**src/hw/rag_pkg.sv**
```systemverilog
package rag_pkg;

    // ==========================================================
    // widths
    localparam int RAG_PC_W = 14;
    localparam int RAG_WORD_W = 10;
    localparam int RAG_AW = 10;
    localparam int RAG_NIB = 4;

    // ==========================================================
    // ram map
    localparam logic [9:0] RAG_BANK_ADDR = 10'h03f;
    localparam logic [9:0] RAG_BANK_LO = 10'h090;
    localparam logic [9:0] RAG_BANK_HI = 10'h25f;
    localparam logic [9:0] RAG_MEMREG_BASE = 10'h040;

    // ==========================================================
    // reset values
    localparam logic [13:0] RAG_PC_RST = 14'h0000;
    localparam logic [3:0] RAG_NIB_RST = 4'h0;
    localparam logic [1:0] RAG_W_RST = 2'h0;

    // ==========================================================
    // opcode values and masks
    localparam logic [9:0] RAG_M_EXACT = 10'h3ff;
    localparam logic [9:0] RAG_M_NIB = 10'h3f0;
    localparam logic [9:0] RAG_M_TWO = 10'h3fc;
    localparam logic [9:0] RAG_M_SIX = 10'h3c0;
    localparam logic [9:0] RAG_M_BYTE = 10'h300;
    localparam logic [9:0] RAG_OP_SHORT_BR = 10'h300;
    localparam logic [9:0] RAG_OP_LONG_JUMP = 10'h150;
    localparam logic [9:0] RAG_OP_LONG_BRANCH = 10'h160;
    localparam logic [9:0] RAG_OP_LONG_CALL = 10'h170;
    localparam logic [9:0] RAG_OP_ZERO_CALL = 10'h1c0;
    localparam logic [9:0] RAG_OP_TABLE_BR = 10'h0b0;
    localparam logic [9:0] RAG_OP_TABLE_REF = 10'h060;
    localparam logic [9:0] RAG_OP_LOAD_MEMREG = 10'h0e0;
    localparam logic [9:0] RAG_OP_SWAP_MEMREG = 10'h1a0;
    localparam logic [9:0] RAG_OP_LOAD_IND = 10'h090;
    localparam logic [9:0] RAG_OP_STORE_IND = 10'h094;
    localparam logic [9:0] RAG_OP_LOAD_DIR = 10'h190;
    localparam logic [9:0] RAG_OP_STORE_DIR = 10'h194;
    localparam logic [9:0] RAG_OP_SET_W = 10'h0f0;
    localparam logic [9:0] RAG_OP_SET_X = 10'h220;
    localparam logic [9:0] RAG_OP_SET_Y = 10'h210;
    localparam logic [9:0] RAG_OP_SET_A = 10'h230;
    localparam logic [9:0] RAG_OP_SET_B = 10'h200;

    // ==========================================================
    // table word flag bits
    localparam int RAG_TBL_AB_BIT = 8;
    localparam int RAG_TBL_PORT_BIT = 9;

    typedef enum logic [1:0] {
        RAG_ST_FETCH,
        RAG_ST_SECOND,
        RAG_ST_TABLE,
        RAG_ST_RAMRD
    } rag_state_type;

    typedef enum logic [2:0] {
        RAG_PEND_NONE,
        RAG_PEND_JUMP,
        RAG_PEND_CALL,
        RAG_PEND_LOAD,
        RAG_PEND_STORE,
        RAG_PEND_SWAP
    } rag_pend_type;

    typedef struct packed {
        logic rd;
        logic wr;
        logic [9:0] addr;
        logic [3:0] bank;
        logic [3:0] wdata;
    } rag_ram_req_type;

    typedef struct packed {
        logic rd;
        logic [13:0] addr;
    } rag_tbl_req_type;

endpackage

```
**src/hw/rag_core.sv**
```systemverilog
`timescale 1ns/1ps
// Operation
// - indirect ram address is pointer registers w, x, y concatenated, ten bits
// - indirect accesses from 090 to 25f also carry the bank register at 03f
// - direct ram ops take two words; second word is the ten-bit address
// - sixteen memory registers at 040..04f, reached by load and swap ops and also by direct and indirect ram ops
// - long jump, branch and call load all fourteen counter bits
// - rom is 64 pages of 256 words; upper bits page, low eight word
// - short branch replaces the eight low bits of the incremented counter
// - zero-page call loads six low bits and clears the eight upper bits
// - table branch target built from four-bit field, accumulator and b
// - table word bit 8 set writes low byte into accumulator and b
// - table word bit 9 set writes low byte into port one and two outputs
// - both flag bits set update both pairs in the same cycle
// - table reference never changes counter sequencing
// - short branch on a page's last word lands in the following page
module rag_core (
    // clock and reset
    input wire logic clk_sys_i,
    input wire logic rst_i,
    // instruction fetch
    input wire logic instr_valid_i,
    input wire logic [rag_pkg::RAG_WORD_W-1:0] instr_word_i,
    output logic ready_o,
    output logic [rag_pkg::RAG_PC_W-1:0] program_counter_o,
    // subroutine push
    output logic push_o,
    output logic [rag_pkg::RAG_PC_W-1:0] push_addr_o,
    // data ram
    output rag_pkg::rag_ram_req_type ram_req_o,
    input wire logic [rag_pkg::RAG_NIB-1:0] ram_rdata_i,
    // table data rom port
    output rag_pkg::rag_tbl_req_type tbl_req_o,
    input wire logic tbl_valid_i,
    input wire logic [rag_pkg::RAG_WORD_W-1:0] tbl_data_i,
    // register state
    output logic [rag_pkg::RAG_NIB-1:0] acc_o,
    output logic [rag_pkg::RAG_NIB-1:0] b_o,
    output logic [rag_pkg::RAG_NIB-1:0] ram_bank_select_o,
    output logic [rag_pkg::RAG_NIB-1:0] port_one_output_o,
    output logic [rag_pkg::RAG_NIB-1:0] port_two_output_o
);
    import rag_pkg::*;

    function automatic logic op_is(input logic [9:0] w, input logic [9:0] m,
                                   input logic [9:0] v);
        op_is = (w & m) == v;
    endfunction

    // bank register only reaches ram inside its window
    function automatic logic [3:0] bank_for(input logic [9:0] a, input logic [3:0] sel);
        bank_for = (a >= RAG_BANK_LO && a <= RAG_BANK_HI) ? sel : RAG_NIB_RST;
    endfunction

    // ==========================================================
    // state
    rag_state_type state_q, state_d;
    rag_pend_type pend_q, pend_d;
    logic [13:0] pc_q, pc_d;
    logic [3:0] hi_q, hi_d;
    logic [1:0] w_q, w_d;
    logic [3:0] x_q, x_d;
    logic [3:0] y_q, y_d;
    logic [3:0] a_q, a_d;
    logic [3:0] b_q, b_d;
    logic [3:0] bank_q, bank_d;
    logic [3:0] p1_q, p1_d;
    logic [3:0] p2_q, p2_d;
    logic [9:0] rd_addr_q, rd_addr_d;
    rag_ram_req_type ram_q, ram_d;
    rag_tbl_req_type tbl_q, tbl_d;
    logic push_q, push_d;
    logic [13:0] push_addr_q, push_addr_d;
    logic ready_q;

    // ==========================================================
    // decode
    wire [9:0] iw = instr_word_i;
    wire take = instr_valid_i && (state_q == RAG_ST_FETCH || state_q == RAG_ST_SECOND);
    wire first = take && state_q == RAG_ST_FETCH;
    wire second = take && state_q == RAG_ST_SECOND;
    wire [13:0] pc_inc = pc_q + 14'h0001;
    wire [9:0] ind_addr = {w_q, x_q, y_q};
    wire [9:0] memreg_addr = RAG_MEMREG_BASE | {6'h00, iw[3:0]};
    // table target: field, two zero bits, accumulator, b
    wire [13:0] tbl_target = {iw[3:0], 2'b00, a_q, b_q};
    wire d_short = op_is(iw, RAG_M_BYTE, RAG_OP_SHORT_BR);
    wire d_jump = op_is(iw, RAG_M_NIB, RAG_OP_LONG_JUMP)
        || op_is(iw, RAG_M_NIB, RAG_OP_LONG_BRANCH);
    wire d_lcall = op_is(iw, RAG_M_NIB, RAG_OP_LONG_CALL);
    wire d_zcall = op_is(iw, RAG_M_SIX, RAG_OP_ZERO_CALL);
    wire d_tjmp = op_is(iw, RAG_M_NIB, RAG_OP_TABLE_BR);
    wire d_tref = op_is(iw, RAG_M_NIB, RAG_OP_TABLE_REF);
    wire d_lmr = op_is(iw, RAG_M_NIB, RAG_OP_LOAD_MEMREG);
    wire d_xmr = op_is(iw, RAG_M_NIB, RAG_OP_SWAP_MEMREG);
    wire d_lind = op_is(iw, RAG_M_EXACT, RAG_OP_LOAD_IND);
    wire d_sind = op_is(iw, RAG_M_EXACT, RAG_OP_STORE_IND);
    wire d_ldir = op_is(iw, RAG_M_EXACT, RAG_OP_LOAD_DIR);
    wire d_sdir = op_is(iw, RAG_M_EXACT, RAG_OP_STORE_DIR);
    wire d_setw = op_is(iw, RAG_M_TWO, RAG_OP_SET_W);
    wire d_setx = op_is(iw, RAG_M_NIB, RAG_OP_SET_X);
    wire d_sety = op_is(iw, RAG_M_NIB, RAG_OP_SET_Y);
    wire d_seta = op_is(iw, RAG_M_NIB, RAG_OP_SET_A);
    wire d_setb = op_is(iw, RAG_M_NIB, RAG_OP_SET_B);
    wire tbl_ab = tbl_data_i[RAG_TBL_AB_BIT];
    wire tbl_port = tbl_data_i[RAG_TBL_PORT_BIT];

    // ==========================================================
    // next state
    always_comb begin
        state_d = state_q;
        pend_d = pend_q;
        pc_d = pc_q;
        hi_d = hi_q;
        w_d = w_q;
        x_d = x_q;
        y_d = y_q;
        a_d = a_q;
        b_d = b_q;
        bank_d = bank_q;
        p1_d = p1_q;
        p2_d = p2_q;
        rd_addr_d = rd_addr_q;
        ram_d = '0;
        tbl_d = '0;
        push_d = 1'b0;
        push_addr_d = push_addr_q;
        if (take) begin
            pc_d = pc_inc;
        end
        case (state_q)
            RAG_ST_FETCH: begin
                if (first) begin
                    if (d_short) begin
                        // incremented page: last word of a page jumps into the next
                        pc_d = {pc_inc[13:8], iw[7:0]};
                    end else if (d_jump || d_lcall) begin
                        hi_d = iw[3:0];
                        pend_d = d_lcall ? RAG_PEND_CALL : RAG_PEND_JUMP;
                        state_d = RAG_ST_SECOND;
                    end else if (d_zcall) begin
                        pc_d = {8'h00, iw[5:0]};
                        push_d = 1'b1;
                        push_addr_d = pc_inc;
                    end else if (d_tjmp) begin
                        pc_d = tbl_target;
                    end else if (d_tref) begin
                        // counter keeps its plain increment
                        tbl_d.rd = 1'b1;
                        tbl_d.addr = tbl_target;
                        state_d = RAG_ST_TABLE;
                    end else if (d_lmr || d_xmr) begin
                        ram_d.rd = 1'b1;
                        ram_d.addr = memreg_addr;
                        rd_addr_d = memreg_addr;
                        pend_d = d_xmr ? RAG_PEND_SWAP : RAG_PEND_LOAD;
                        state_d = RAG_ST_RAMRD;
                    end else if (d_lind) begin
                        ram_d.rd = 1'b1;
                        ram_d.addr = ind_addr;
                        ram_d.bank = bank_for(ind_addr, bank_q);
                        rd_addr_d = ind_addr;
                        pend_d = RAG_PEND_LOAD;
                        state_d = RAG_ST_RAMRD;
                    end else if (d_sind) begin
                        ram_d.wr = 1'b1;
                        ram_d.addr = ind_addr;
                        ram_d.bank = bank_for(ind_addr, bank_q);
                        ram_d.wdata = a_q;
                    end else if (d_ldir || d_sdir) begin
                        pend_d = d_ldir ? RAG_PEND_LOAD : RAG_PEND_STORE;
                        state_d = RAG_ST_SECOND;
                    end else if (d_setw) begin
                        w_d = iw[1:0];
                    end else if (d_setx) begin
                        x_d = iw[3:0];
                    end else if (d_sety) begin
                        y_d = iw[3:0];
                    end else if (d_seta) begin
                        a_d = iw[3:0];
                    end else if (d_setb) begin
                        b_d = iw[3:0];
                    end
                end
            end
            RAG_ST_SECOND: begin
                if (second) begin
                    state_d = RAG_ST_FETCH;
                    pend_d = RAG_PEND_NONE;
                    case (pend_q)
                        RAG_PEND_JUMP: begin
                            pc_d = {hi_q, iw};
                        end
                        RAG_PEND_CALL: begin
                            pc_d = {hi_q, iw};
                            push_d = 1'b1;
                            push_addr_d = pc_inc;
                        end
                        RAG_PEND_LOAD: begin
                            ram_d.rd = 1'b1;
                            ram_d.addr = iw;
                            rd_addr_d = iw;
                            pend_d = RAG_PEND_LOAD;
                            state_d = RAG_ST_RAMRD;
                        end
                        RAG_PEND_STORE: begin
                            ram_d.wr = 1'b1;
                            ram_d.addr = iw;
                            ram_d.wdata = a_q;
                        end
                        default: begin
                            state_d = RAG_ST_FETCH;
                        end
                    endcase
                end
            end
            RAG_ST_TABLE: begin
                if (tbl_valid_i) begin
                    // both flags update both pairs in this one cycle
                    if (tbl_ab) begin
                        {b_d, a_d} = tbl_data_i[7:0];
                    end
                    if (tbl_port) begin
                        {p2_d, p1_d} = tbl_data_i[7:0];
                    end
                    state_d = RAG_ST_FETCH;
                end
            end
            RAG_ST_RAMRD: begin
                // ram answers in the same cycle the registered read strobe stands
                a_d = ram_rdata_i;
                if (pend_q == RAG_PEND_SWAP) begin
                    ram_d.wr = 1'b1;
                    ram_d.addr = rd_addr_q;
                    ram_d.wdata = a_q;
                end
                pend_d = RAG_PEND_NONE;
                state_d = RAG_ST_FETCH;
            end
            default: begin
                state_d = RAG_ST_FETCH;
                pend_d = RAG_PEND_NONE;
            end
        endcase
        // bank register shadows every write to its ram address
        if (ram_d.wr && ram_d.addr == RAG_BANK_ADDR) begin
            bank_d = ram_d.wdata;
        end
    end

    // ==========================================================
    // registers
    always_ff @(posedge clk_sys_i or posedge rst_i) begin
        if (rst_i) begin
            state_q <= RAG_ST_FETCH;
            pend_q <= RAG_PEND_NONE;
            pc_q <= RAG_PC_RST;
            hi_q <= RAG_NIB_RST;
            w_q <= RAG_W_RST;
            x_q <= RAG_NIB_RST;
            y_q <= RAG_NIB_RST;
            a_q <= RAG_NIB_RST;
            b_q <= RAG_NIB_RST;
            bank_q <= RAG_NIB_RST;
            p1_q <= RAG_NIB_RST;
            p2_q <= RAG_NIB_RST;
            rd_addr_q <= RAG_MEMREG_BASE;
            ram_q <= '0;
            tbl_q <= '0;
            push_q <= 1'b0;
            push_addr_q <= RAG_PC_RST;
            ready_q <= 1'b1;
        end else begin
            state_q <= state_d;
            pend_q <= pend_d;
            pc_q <= pc_d;
            hi_q <= hi_d;
            w_q <= w_d;
            x_q <= x_d;
            y_q <= y_d;
            a_q <= a_d;
            b_q <= b_d;
            bank_q <= bank_d;
            p1_q <= p1_d;
            p2_q <= p2_d;
            rd_addr_q <= rd_addr_d;
            ram_q <= ram_d;
            tbl_q <= tbl_d;
            push_q <= push_d;
            push_addr_q <= push_addr_d;
            ready_q <= state_d == RAG_ST_FETCH || state_d == RAG_ST_SECOND;
        end
    end

    // ==========================================================
    // outputs
    assign ready_o = ready_q;
    assign program_counter_o = pc_q;
    assign push_o = push_q;
    assign push_addr_o = push_addr_q;
    assign ram_req_o = ram_q;
    assign tbl_req_o = tbl_q;
    assign acc_o = a_q;
    assign b_o = b_q;
    assign ram_bank_select_o = bank_q;
    assign port_one_output_o = p1_q;
    assign port_two_output_o = p2_q;

endmodule // rag_core

```
**config.mk**
```make
export PLATFORM = sky130hd
export DESIGN_NAME = rag_core
export DESIGN_NICKNAME = d
export VERILOG_FILES = /design/src/hw/rag_pkg.sv /design/src/hw/rag_core.sv
export SDC_FILE = /design/constraint.sdc
export NUM_CORES = 1
export LEC_CHECK = 0
export BUFFER_PORTS_ARGS = -buffer_cell sky130_fd_sc_hd__buf_4
export CAP_MARGIN = 20
export CORE_ASPECT_RATIO = 1.4
export CORE_MARGIN = 10
export CORE_UTILIZATION = 58
export CTS_BUF_LIST = sky130_fd_sc_hd__clkbuf_8
export DETAILED_ROUTE_END_ITERATION = 16
export PLACE_DENSITY = 0.94
export SLEW_MARGIN = 10
export SYNTH_ARGS = -nofsm -noshare
export SYNTH_HDL_FRONTEND = slang
export SYNTH_SLANG_ARGS = --single-unit
export TNS_END_PERCENT = 1
```
**constraint.sdc**
```tcl
create_clock -name clk_sys_i -period 4.1 [get_ports clk_sys_i]
set_input_delay 0.205 -clock clk_sys_i [delete_from_list [all_inputs] [get_ports clk_sys_i]]
set_output_delay 0.205 -clock clk_sys_i [all_outputs]
set_load 0.05 [all_outputs]
```
* Yosys cells after proc, flatten, opt, wreduce, memory -nomap -nowiden
Cells that the tools add are included.
Word-level totals: register bits 114, word-level logic and storage cells 256
Operators by class: mux-type cells 134, add/sub/neg operators 1, order comparisons 2, eq/ne operators 56, bitwise operators 11, reductions and logical operators 29
Operators by type and width (number):
- 14-bit two-way mux | 15
- 4-bit two-way mux | 39
- 10-bit two-way mux | 12
- 20-bit two-way mux | 6
- 15-bit two-way mux | 7
- 14-bit one-hot mux with 2 select lines | 2
- 2-bit != test, second input constant | 20
- 3-bit two-way mux | 13
- 11-bit one-hot mux with 3 select lines | 1
- 2-bit two-way mux | 15
- 6-bit by 5-bit equality test with 1-bit output, second input constant | 4
- 6-bit equality test, second input constant | 4
- 4-bit one-hot mux with 3 select lines | 2
- 10-bit by 8-bit equality test with 1-bit output, second input constant | 2
- 10-bit by 9-bit equality test with 1-bit output, second input constant | 2
- 10-bit one-hot mux with 2 select lines | 1
- 19-bit two-way mux | 1
- 18-bit AND reduction | 1
- 17-bit AND reduction | 1
- 14-bit by 1-bit adder with 14-bit output, second input constant | 1
- 14-bit AND reduction | 1
- 13-bit AND reduction | 1
- 6-bit by 4-bit equality test with 1-bit output, second input constant | 2
- 1-bit two-way mux | 12
- other kinds (35) | 68

* Depth between registers and ports, before layout
Gate-level depths: netlist (run 1).
word-level depth 17, depth in mapped cells 9, gate-level depth less buffers 8

* Worst setup path after synthesis (run 1)
Ideal clock, no wire load.
kind register -> register, start register pend_q[0], end register bank_q[0], in the netlist ram_bank_select_o[0], setup time 0.125 ns, setup slack 1.615 ns, data required time 3.975 ns, stages on the path, launching flop included 9, arrival 2.360 ns, cell sequence dfrtp_1 -> clkbuf_1 -> or3b_1 -> a211oi_4 -> a22o_1 -> o22ai_1 -> and4bb_1 -> nand4_4 -> mux2_4
Between the ends: cells in the longest elaborated chain, start to end 7
Ends and longest elaborated chain:
- from (decl) | RTL line rag_core.sv:58 | rag_pend_type pend_q, pend_d;
- from (signal assigned) | RTL line rag_core.sv:275 | pend_q <= pend_d;
- 3-bit equality test / 3-bit by 2-bit equality test with 1-bit output (equally long branches) | RTL line rag_core.sv:190 | case (pend_q)
- 2-bit OR reduction (no line)
- 10-bit two-way mux | RTL line rag_core.sv:190
- 12-bit two-way mux | RTL line rag_core.sv:187 | if (second) begin
- 11-bit one-hot mux with 3 select lines | RTL line rag_core.sv:131 | case (state_q)
- 10-bit by 6-bit equality test with 1-bit output | RTL line rag_core.sv:246 | if (ram_d.wr && ram_d.addr == RAG_BANK_ADDR) begin
- 1-bit logical AND | RTL line rag_core.sv:246
- to (signal assigned) | RTL line rag_core.sv:283 | bank_q <= bank_d;
- to (decl) | RTL line rag_core.sv:66 | logic [3:0] bank_q, bank_d;
Several ways; a longest one is shown, not always the timed one. A chain may end at the register's enable or synchronous reset.

==> results of run 1 <==
## sequential cells by signal (all words and copies together), names as in the netlist
name	cells
port_one_output_o	4
state_q	2
program_counter_o	14
b_o	4
ram_bank_select_o	4
rd_addr_q	10
ready_o	1
x_q	4
w_q	2
push_addr_o	14
tbl_req_o	13
y_q	4
pend_q	3
ram_req_o	20
port_two_output_o	4
hi_q	4
acc_o	4
push_o	1
## stage by stage
| stage | cells | instance area [sq um] | setup WS (ns) | total power, W |
|---|---|---|---|---|
| final | 839 | 7040 | 1.07 | 0.00425 |
| after global routing | 839 | 7040 | 0.972 | 0.00443 |
| after CTS | 837 | 7000 | 1.11 | 0.00425 |
| after detailed placement | 822 | 6820 | 1.13 | 0.00363 |
| after global placement | 822 | 6820 | 1.26 | 0.00358 |
| after floorplan | 614 | 5940 | 0.939 | 0.00297 |
## synth_stat cells, drive strengths merged, types with 5 or more instances
cell type	instances	area [sq um]
dfrtp	110	2750
nor2	57	214
nand2	47	176
a21oi	43	215
clkbuf	40	150
o21ai	39	195
mux2	34	398
and2	25	156
nor3	16	80.1
mux2i	15	150
nand3	14	70.1
and3	13	81.3
inv	11	41.3
xnor2	10	87.6
xor2	9	78.8
a22o	7	61.3
nor2b	7	43.8
o22ai	7	43.8
buf	6	32.5
nand4	6	52.6
o211ai	6	45.0
a211oi	5	50.1
a21o	5	37.5
a22oi	5	37.5
or3	5	31.3
## critical path, stage by stage (launching register included)
cell,delay [ns]
dfrtp_1,0.59
or3b_1,0.59
nor4_4,0.52
o2bb2ai_2,0.22
nand4_1,0.14
and4bb_1,0.36
nand4_4,0.17
mux2_4,0.33
## power by group
group,internal (W),switching [W]
clock,0.000241,0.000385
sequential,0.00138,0.000325
combinational,0.000620,0.00130
total,0.00224,0.00201
## logic make-up after synthesis
kind of cell,Yosys count,share of synthesized area
compound gates,157,0.175
fa+ha+maj,1,0.00211
mux,49,0.0923
other cells,1,0.000632
xor+xnor,19,0.0280
buf+inv,58,0.0384
simple gates,216,0.191
flops,112,0.473
## path summary, 6_finish.rpt
kind | endpoint | slack (ns)
min in group asynchronous | tbl_req_o[2] | 0.36
worst min register to register | rd_addr_q[6] | 0.49
worst min-delay path | port_two_output_o[3] | 0.06
worst max-delay path | ram_bank_select_o[0] | 1.07
worst max register to register | ram_bank_select_o[0] | 1.07
max in group asynchronous | push_addr_o[1] | 3.06
## metal layers
| metal | vias up | part of all wire | GRT usage |
|---|---|---|---|
| li1 | 2371 | - | - |
| met1 | 2553 | 0.35 | 0.265 |
| met2 | 306 | 0.52 | 0.434 |
| met3 | 76 | 0.079 | 0.0596 |
| met4 | 0 | 0.049 | 0.120 |
| met5 | - | 0 | 0 |
## area by class of cell
| cell class | instances | area (sq um) |
|---|---|---|
| inverters | 12 | 47.5 |
| clock buffers | 10 | 138 |
| well taps | 135 | 169 |
| flip-flops and latches | 112 | 2810 |
| multi-input cells | 444 | 2910 |
| fillers | 767 | 2920 |
| clock inverters | 5 | 41.3 |
| repair buffers | 121 | 931 |
## repair_timing
action	4_1_cts	5_1_grt
hold endpoints to repair	0	24
buffers inserted	0	0
hold buffers	0	1
==> impl_metrics.yaml, run 1 <==
global_routing:
  grt_pass1_wl_mm: 29.0
  grt_max_degree: 86
  grt_overflow: 0
  grt_pass1_vias: 5233
  antenna_found_initial: 0
  groute.usage.overall: 0.245
floorplanning:
  die_w_um: 106
  die-area_sq_mm: 0.0147
  die_h_um: 140
  io_pins: 113
  start_util: 0.596
  core_sq_mm: 0.00995
  rows: 43
place:
  dp_hpwl_mm: 14.0
  place_congestion: 0.927
  io_buffers: 110
pwr:
  ir_drop_mv: 0.525
  powerDensity_mw_per_mm2: 604
  power.leakage_nw: 3.37
sta:
  final.period_utilization: 0.740
  max_slew_margin: 0.396
  fmax_ghz: 0.330
  tightest_slew_ns: 0.896
  drv_slew: 0
  fin_hold_ws_ns: 0.0634
  finalCriticalPeriod_ns: 3.03
  hold_viol: 0
  rsz0062_at_grt: "false"
  fin_worst_skew_ns: 0.0138
  setup_violations: 0
  fin_setup_tns_ns: 0
drt:
  ant_nets: 0
  remaining_drc_errors: 0
  wl_per_cell_um: 22.4
  dr_total_vias: 5306
  drtPass1Iterations: 6
  first_iter_violations: 528
  routed_wirelength_mm: 18.8
  via_per_inst: 6.32
clocking:
  ctsResizeCount: 0
  clock-sinks: 112
  clk_pin_slew_worst_paths_ns: 0.11
  cts_buffer_depth: 2
  clock_latency_ns: 0.39
  cts_made_buffers: 9
  cts_tree: "built"
  cts_root_buf: "clkbuf_8"
  htreeDepth: 3
cells_and_area:
  final_util: 0.707
  final_common_cell: "buf_4"
  layout_common_cells: "buf_4, dfrtp_1, nor2_1"
  layout.nets: 729
  synthToLayoutAreaGrowth_pct: 18.6
  antenna_cells: 0
  drive_gt1_frac: 0.256
min_path:
  hold_path.class: "input port to flip-flop"
  holdPathStages: 2
  hp-start: "tbl_data_i[7]"
logic_synthesis:
  syn-cell-area_sq_mm: 0.00594
  avgSynthCellArea_sq_um: 9.68
  synth-main-ff-cell: "dfrtp_1"
  syn_inst: 613
  synthArstFlopShare: 1.00
  synth.distinct_cells: 67
  yosys_warnings: 0
  synth-seq-area-share: 0.473
  synth-edff-count: 0
  yosys_register_bits: 112
run:
  drv_cap: 0
worst_setup_path:
  reg2reg_from: "state_q[0]"
  rr_worst_depth: 7
  crit_arrival_ns: 3.31
  required_ns: 4.38
  critPathLaunch: "state_q[0]"
  criticalPathCategory: "flip-flop to flip-flop"
  cp-start-kind: "flip-flop"
  cp_max_fo: 14
  crit_path_end_kind: "flip-flop"
outcome:
  status: "finished, final reports clean"
No activity file was read; power rests on OpenSTA's default activity.
==> inputs of run 2 (changes only) <==
CORE_UTILIZATION = 52   (was 58)
PLACE_DENSITY = 0.9   (was 0.94)
clock period = 2.55 ns   (was 4.1 ns; I/O delays follow)
==> run 2 against run 1 <==
  * Clock power up 83%
  * First-iteration DRC count up 32%
  * Worst hold slack better by 0.053 ns
  * Sequential share of layout area down 1.9 points
  * Global-route usage down 0.48 points
  * Combinational power up 69%
  * Via count up 5.7%
  * Maximum frequency up 26%
  * Non-clock buffer count up 37
  * Die area up 9.6%
==> impl_metrics.yaml, run 2 (synthesis gave the netlist of run 1 again) <==
outcome:
  status: "finished, final reports clean"
drt:
  routed_wirelength_mm: 19.5
  dr_total_vias: 5608
  drtPass1Iterations: 6
  remaining_drc_errors: 0
  first_iter_violations: 697
  ant_nets: 0
  wl_per_cell_um: 21.9
  via_per_inst: 6.32
worst_setup_path:
  cp-start-kind: "flip-flop"
  cp_max_fo: 19
  cpPeakStageDelay_ns: 0.36
  required_ns: 2.85
  criticalPathCategory: "flip-flop to flip-flop"
  cp_slowest_cell: "dfrtp_1"
  crit_arrival_ns: 2.71
  cp_common_cell: "buf_4"
  crit_path_end_kind: "flip-flop"
  cp_cell_sequence: "buf_4 > nand2b_1 > a211oi_4 > buf_4 > a221o_1 > a21oi_1 > and4bb_1 > nand4_4 > mux2_4"
global_routing:
  groute.usage.overall: 0.240
  grt_pass1_wl_mm: 30.7
  grt_util_met2: 0.414
  grt_max_degree: 113
  grt_overflow: 0
  met1_usage: 0.264
  antenna_found_initial: 2
  met3_usage: 0.0467
  busiest_layer: "met2"
  grt_pass1_vias: 5741
run:
  drv_cap: 0
sta:
  drv_slew: 0
  rsz0062_at_grt: "false"
  max_slew_margin: 0.397
  final.period_utilization: 0.944
  finalCriticalPeriod_ns: 2.41
  fin_setup_tns_ns: 0
  fin_worst_skew_ns: 0.0117
  fmax_ghz: 0.415
  setup_violations: 0
  hold_viol: 0
  tightest_slew_ns: 0.895
  worst_slack_ns: 0.142
floorplanning:
  die_h_um: 146
  rows: 46
  die_w_um: 110
  start_util: 0.526
  io_pins: 113
  die-area_sq_mm: 0.0161
  core_sq_mm: 0.0113
cells_and_area:
  final_common_cell: "buf_4"
  layout_common_cells: "buf_4, dfrtp_1, nor2_1"
  fillCellCount: 940
  regArea_sq_mm: 0.00281
  largest_reg_flops: 20
  synthToLayoutAreaGrowth_pct: 24.6
  drive_gt1_frac: 0.286
  layout.nets: 766
  multi_input_area_sq_mm: 0.00291
clocking:
  cts_root_buf: "clkbuf_8"
  cts_made_buffers: 9
  cts_tree: "built"
  clock-sinks: 112
  clk_pin_slew_worst_paths_ns: 0.12
  htreeDepth: 3
  clock_latency_ns: 0.40
  cts_buffer_depth: 2
min_path:
  hold_path.class: "input port to flip-flop"
place:
  dp_hpwl_mm: 14.0
  io_buffers: 110
  place_ws_ns: 0.140
  place_congestion: 0.972
pwr:
  powerDensity_mw_per_mm2: 959
  power.leakage_nw: 3.56
  ir_drop_mv: 0.882
[run 2: repair_timing]
action	4_1_cts	5_1_grt
endpoints found under the setup margin	0	4
buffers inserted	0	0
gates resized for setup	0	1
hold buffers	9	0
hold endpoints to repair	118	0
[run 2: metal layers]
metal / share of wire / routed length [um]
met2: 0.52 / 10200
met3: 0.075 / 1470
met1: 0.35 / 6790
met5: 0 / 0
met4: 0.053 / 1030
[run 2: final timing paths]
check	from	to	slack, ns	depth (start not counted)
worst max-delay path	state_q[1]	ram_bank_select_o[2]	0.14	9
worst min-delay path	instr_word_i[5]	ram_req_o[13]	0.12	3
worst max register to register	state_q[1]	ram_bank_select_o[2]	0.14	9
worst min register to register	rd_addr_q[6]	rd_addr_q[6]	0.50	2
max in group asynchronous	rst_i	program_counter_o[0]	1.61	4
min in group asynchronous	rst_i	ram_bank_select_o[0]	0.35	4
[run 2: power by group]
| part | switching (W) | internal (W) |
|---|---|---|
| Sequential | 0.000474 | 0.00222 |
| Clock | 0.000739 | 0.000409 |
| Combinational | 0.00218 | 0.00107 |
[run 2: worst max-delay path, delay by kind of cell, from the launching register on]
| kind | cells | cell delay (ns) |
|---|---|---|
| muxes | 1 | 0.33 |
| buffers and inverters | 2 | 0.40 |
| and+or+nand+nor | 3 | 0.67 |
| AOI/OAI and AO/OA | 3 | 0.54 |
| DFF | 1 | 0.36 |
[run 2: area by class of cell]
class / instances / share of cell area
Sequential cell: 112 / 0.380
Inverter: 12 / 0.00660
Clock inverter: 7 / 0.0134
Multi-Input combinational cell: 444 / 0.393
Clock buffer: 9 / 0.0168
Timing Repair Buffer: 158 / 0.165
Antenna cell: 2 / 0.000677
Tap cell: 144 / 0.0244
[run 2: per-stage QoR]
stage | total power, W | util | std cells | hold WS (ns) | area, sq um
2_1_floorplan | 0.00478 | - | 614 | 0.278 | 5940
3_3_place_gp | 0.00580 | 0.627 | 861 | 0.348 | 7070
3_5_place_dp | 0.00590 | 0.627 | 861 | 0.357 | 7070
4_1_cts | 0.00707 | 0.655 | 886 | 0.0924 | 7390
5_1_grt | 0.00740 | 0.655 | 888 | 0.0986 | 7390
6_report | 0.00709 | 0.655 | 888 | 0.116 | 7390
==> inputs of run 3 (changes only) <==
PLACE_DENSITY = 0.79   (was 0.9)
==> run 3 against run 2 <==
  * Cell count rose by 0.45%
  * Sequential power barely moved
  * Register-to-register slack got worse by 0.097 ns
  * Design area rose by 0.29%
  * Critical path depth fell by 2
  * Total power fell by 0.86%
  * Non-clock buffer count rose by 6
  * Count of clock-buffer cells in the layout rose by 2
  * Highest routed layer unchanged
==> impl_metrics.yaml, run 3 (synthesis gave the netlist of run 1 again) <==
pwr:
  intPower_w: 0.00376
  combPwrFrac: 0.466
  p_sw_w: 0.00327
  seqPwrFrac: 0.379
  powerDensity_mw_per_mm2: 948
  total_power_w: 0.00703
  p_sw_frac: 0.465
  clkPwrFrac: 0.155
  power.leakage_nw: 3.59
  ir_drop_mv: 0.938
drt:
  routed_wirelength_mm: 18.9
  ant_nets: 0
  dr_total_vias: 5486
  drtPass1Iterations: 5
  via_per_inst: 6.15
  first_iter_violations: 569
  remaining_drc_errors: 0
  wl_per_cell_um: 21.2
sta:
  fin_hold_ws_ns: 0.132
  fin_worst_skew_ns: 0.00848
  final.period_utilization: 0.982
  max_slew_margin: 0.542
  tightest_slew_ns: 0.677
  hold_viol: 0
  setup_violations: 0
  worst_slack_ns: 0.0455
  finalCriticalPeriod_ns: 2.50
  fmax_ghz: 0.399
  drv_slew: 0
place:
  place_ws_ns: -0.00432
  dp_hpwl_mm: 13.9
  place_inst: 864
  dpl_cell_area_sq_mm: 0.00710
  place_congestion: 0.971
  io_buffers: 110
worst_setup_path:
  cp_slowest_cell: "or3b_4"
  required_ns: 2.82
  cp_num_buf_inv: 0
  criticalPathCategory: "flip-flop to flip-flop"
  crit_arrival_ns: 2.78
  cp-start-kind: "flip-flop"
  cp_max_fo: 6
  cpPeakStageDelay_ns: 0.42
  crit_path_end_kind: "flip-flop"
  cp_top_family: "simple AND/OR/NAND/NOR gates"
  cp_cell_sequence: "or3b_4 > a211oi_4 > a22o_1 > o22ai_1 > and4bb_1 > nand4_4 > mux2_4"
floorplanning:
  core_sq_mm: 0.0113
  die_h_um: 146
  rows: 46
  io_pins: 113
  die-area_sq_mm: 0.0161
  die_w_um: 110
  start_util: 0.526
cells_and_area:
  antenna_cells: 0
  fillCellCount: 941
  layout.nets: 772
  drive_gt1_frac: 0.291
  regArea_sq_mm: 0.00281
  stdcell_area_sq_mm: 0.00741
  finalNonFillerCells: 892
  multi_input_area_sq_mm: 0.00291
  layout_common_cells: "buf_4, dfrtp_1, nor2_1"
  final_common_cell: "buf_4"
  largest_reg_flops: 20
  synthToLayoutAreaGrowth_pct: 24.9
clocking:
  cts_root_buf: "clkbuf_8"
  cts_made_buffers: 9
  cts_buffer_depth: 2
  clock_latency_ns: 0.37
  clk_pin_slew_worst_paths_ns: 0.11
  clock-sinks: 112
  cts_tree: "built"
  htreeDepth: 3
global_routing:
  grt_overflow: 0
  grt_pass1_wl_mm: 29.6
  antenna_found_initial: 0
  groute.usage.overall: 0.232
  grt_pass1_vias: 5513
  grt_max_degree: 87
run:
  drv_cap: 0
min_path:
  hold_path.class: "input port to flip-flop"
outcome:
  status: "finished, final reports clean"
-- run 3: changes by cell type in the layout (fill, tap and decap cells not counted) --
cell / before / now
buf_4: 148 / 154
dfrtp_1: 109 / 110
dfrtp_2: 1 / 0
or3b_4: 0 / 1
inv_8: 0 / 3
diode_2: 2 / 0
clkbuf_8: 9 / 11
or3b_1: 2 / 1
inv_12: 1 / 0
clkinv_8: 4 / 0
-- run 3: power by group through the flow --
stage	sequential, W	combinational (W)	clock (W)
4_1_cts	0.00265	0.00325	0.00111
2_1_floorplan	0.00373	0.00105	0
6_report	0.00267	0.00327	0.00109
3_3_place_gp	0.00267	0.00317	0
5_1_grt	0.00272	0.00347	0.00117
3_5_place_dp	0.00268	0.00323	0
-- run 3: worst reg2reg max path, stage by stage (launching register included) --
cell	delay, ns
dfrtp_1	0.40
or3b_4	0.42
a211oi_4	0.41
a22o_1	0.22
o22ai_1	0.11
and4bb_1	0.33
nand4_4	0.17
mux2_4	0.33
-- run 3: per-stage QoR --
step                      TNS [ns]  utilization
final                            0        0.657
after global routing        -0.149        0.657
after CTS                        0        0.655
after detailed placement  -0.00759        0.629
after global placement           0        0.629
after floorplan                  0            -
-- run 3: worst paths after layout --
kind,start,end,slack (ns),cells past startpoint
max in group asynchronous,rst_i,hi_q[0],1.36,4
hold reg to reg,rd_addr_q[1],rd_addr_q[1],0.51,2
hold / removal,instr_word_i[2],tbl_req_o[12],0.13,2
setup / recovery,pend_q[0],ram_bank_select_o[1],0.05,7
setup reg to reg,pend_q[0],ram_bank_select_o[1],0.05,7
min in group asynchronous,rst_i,ram_req_o[7],0.36,3
-- run 3: repair_timing --
| action | 4_1_cts | 5_1_grt |
|---|---|---|
| gates resized for setup | 0 | 1 |
| endpoints found under the setup margin | 4 | 4 |
| hold buffers | 9 | 0 |
| pin swaps | 1 | 4 |
| setup buffers | 0 | 3 |
| hold endpoints to repair | 33 | 0 |
-- run 3: cell type report --
class                   count  share of cell area
repair buffers            164               0.171
inverters                  12             0.00658
clock buffers              11              0.0204
well taps                 144              0.0243
clock inverters             5             0.00692
multi-input cells         444               0.393
flip-flops and latches    112               0.378
-- run 3: routing by layer --
metal,GRT usage,routed length (um)
met1,0.260,6890
met2,0.410,9950
met3,0.0454,1310
met4,0.0979,776
met5,0,0
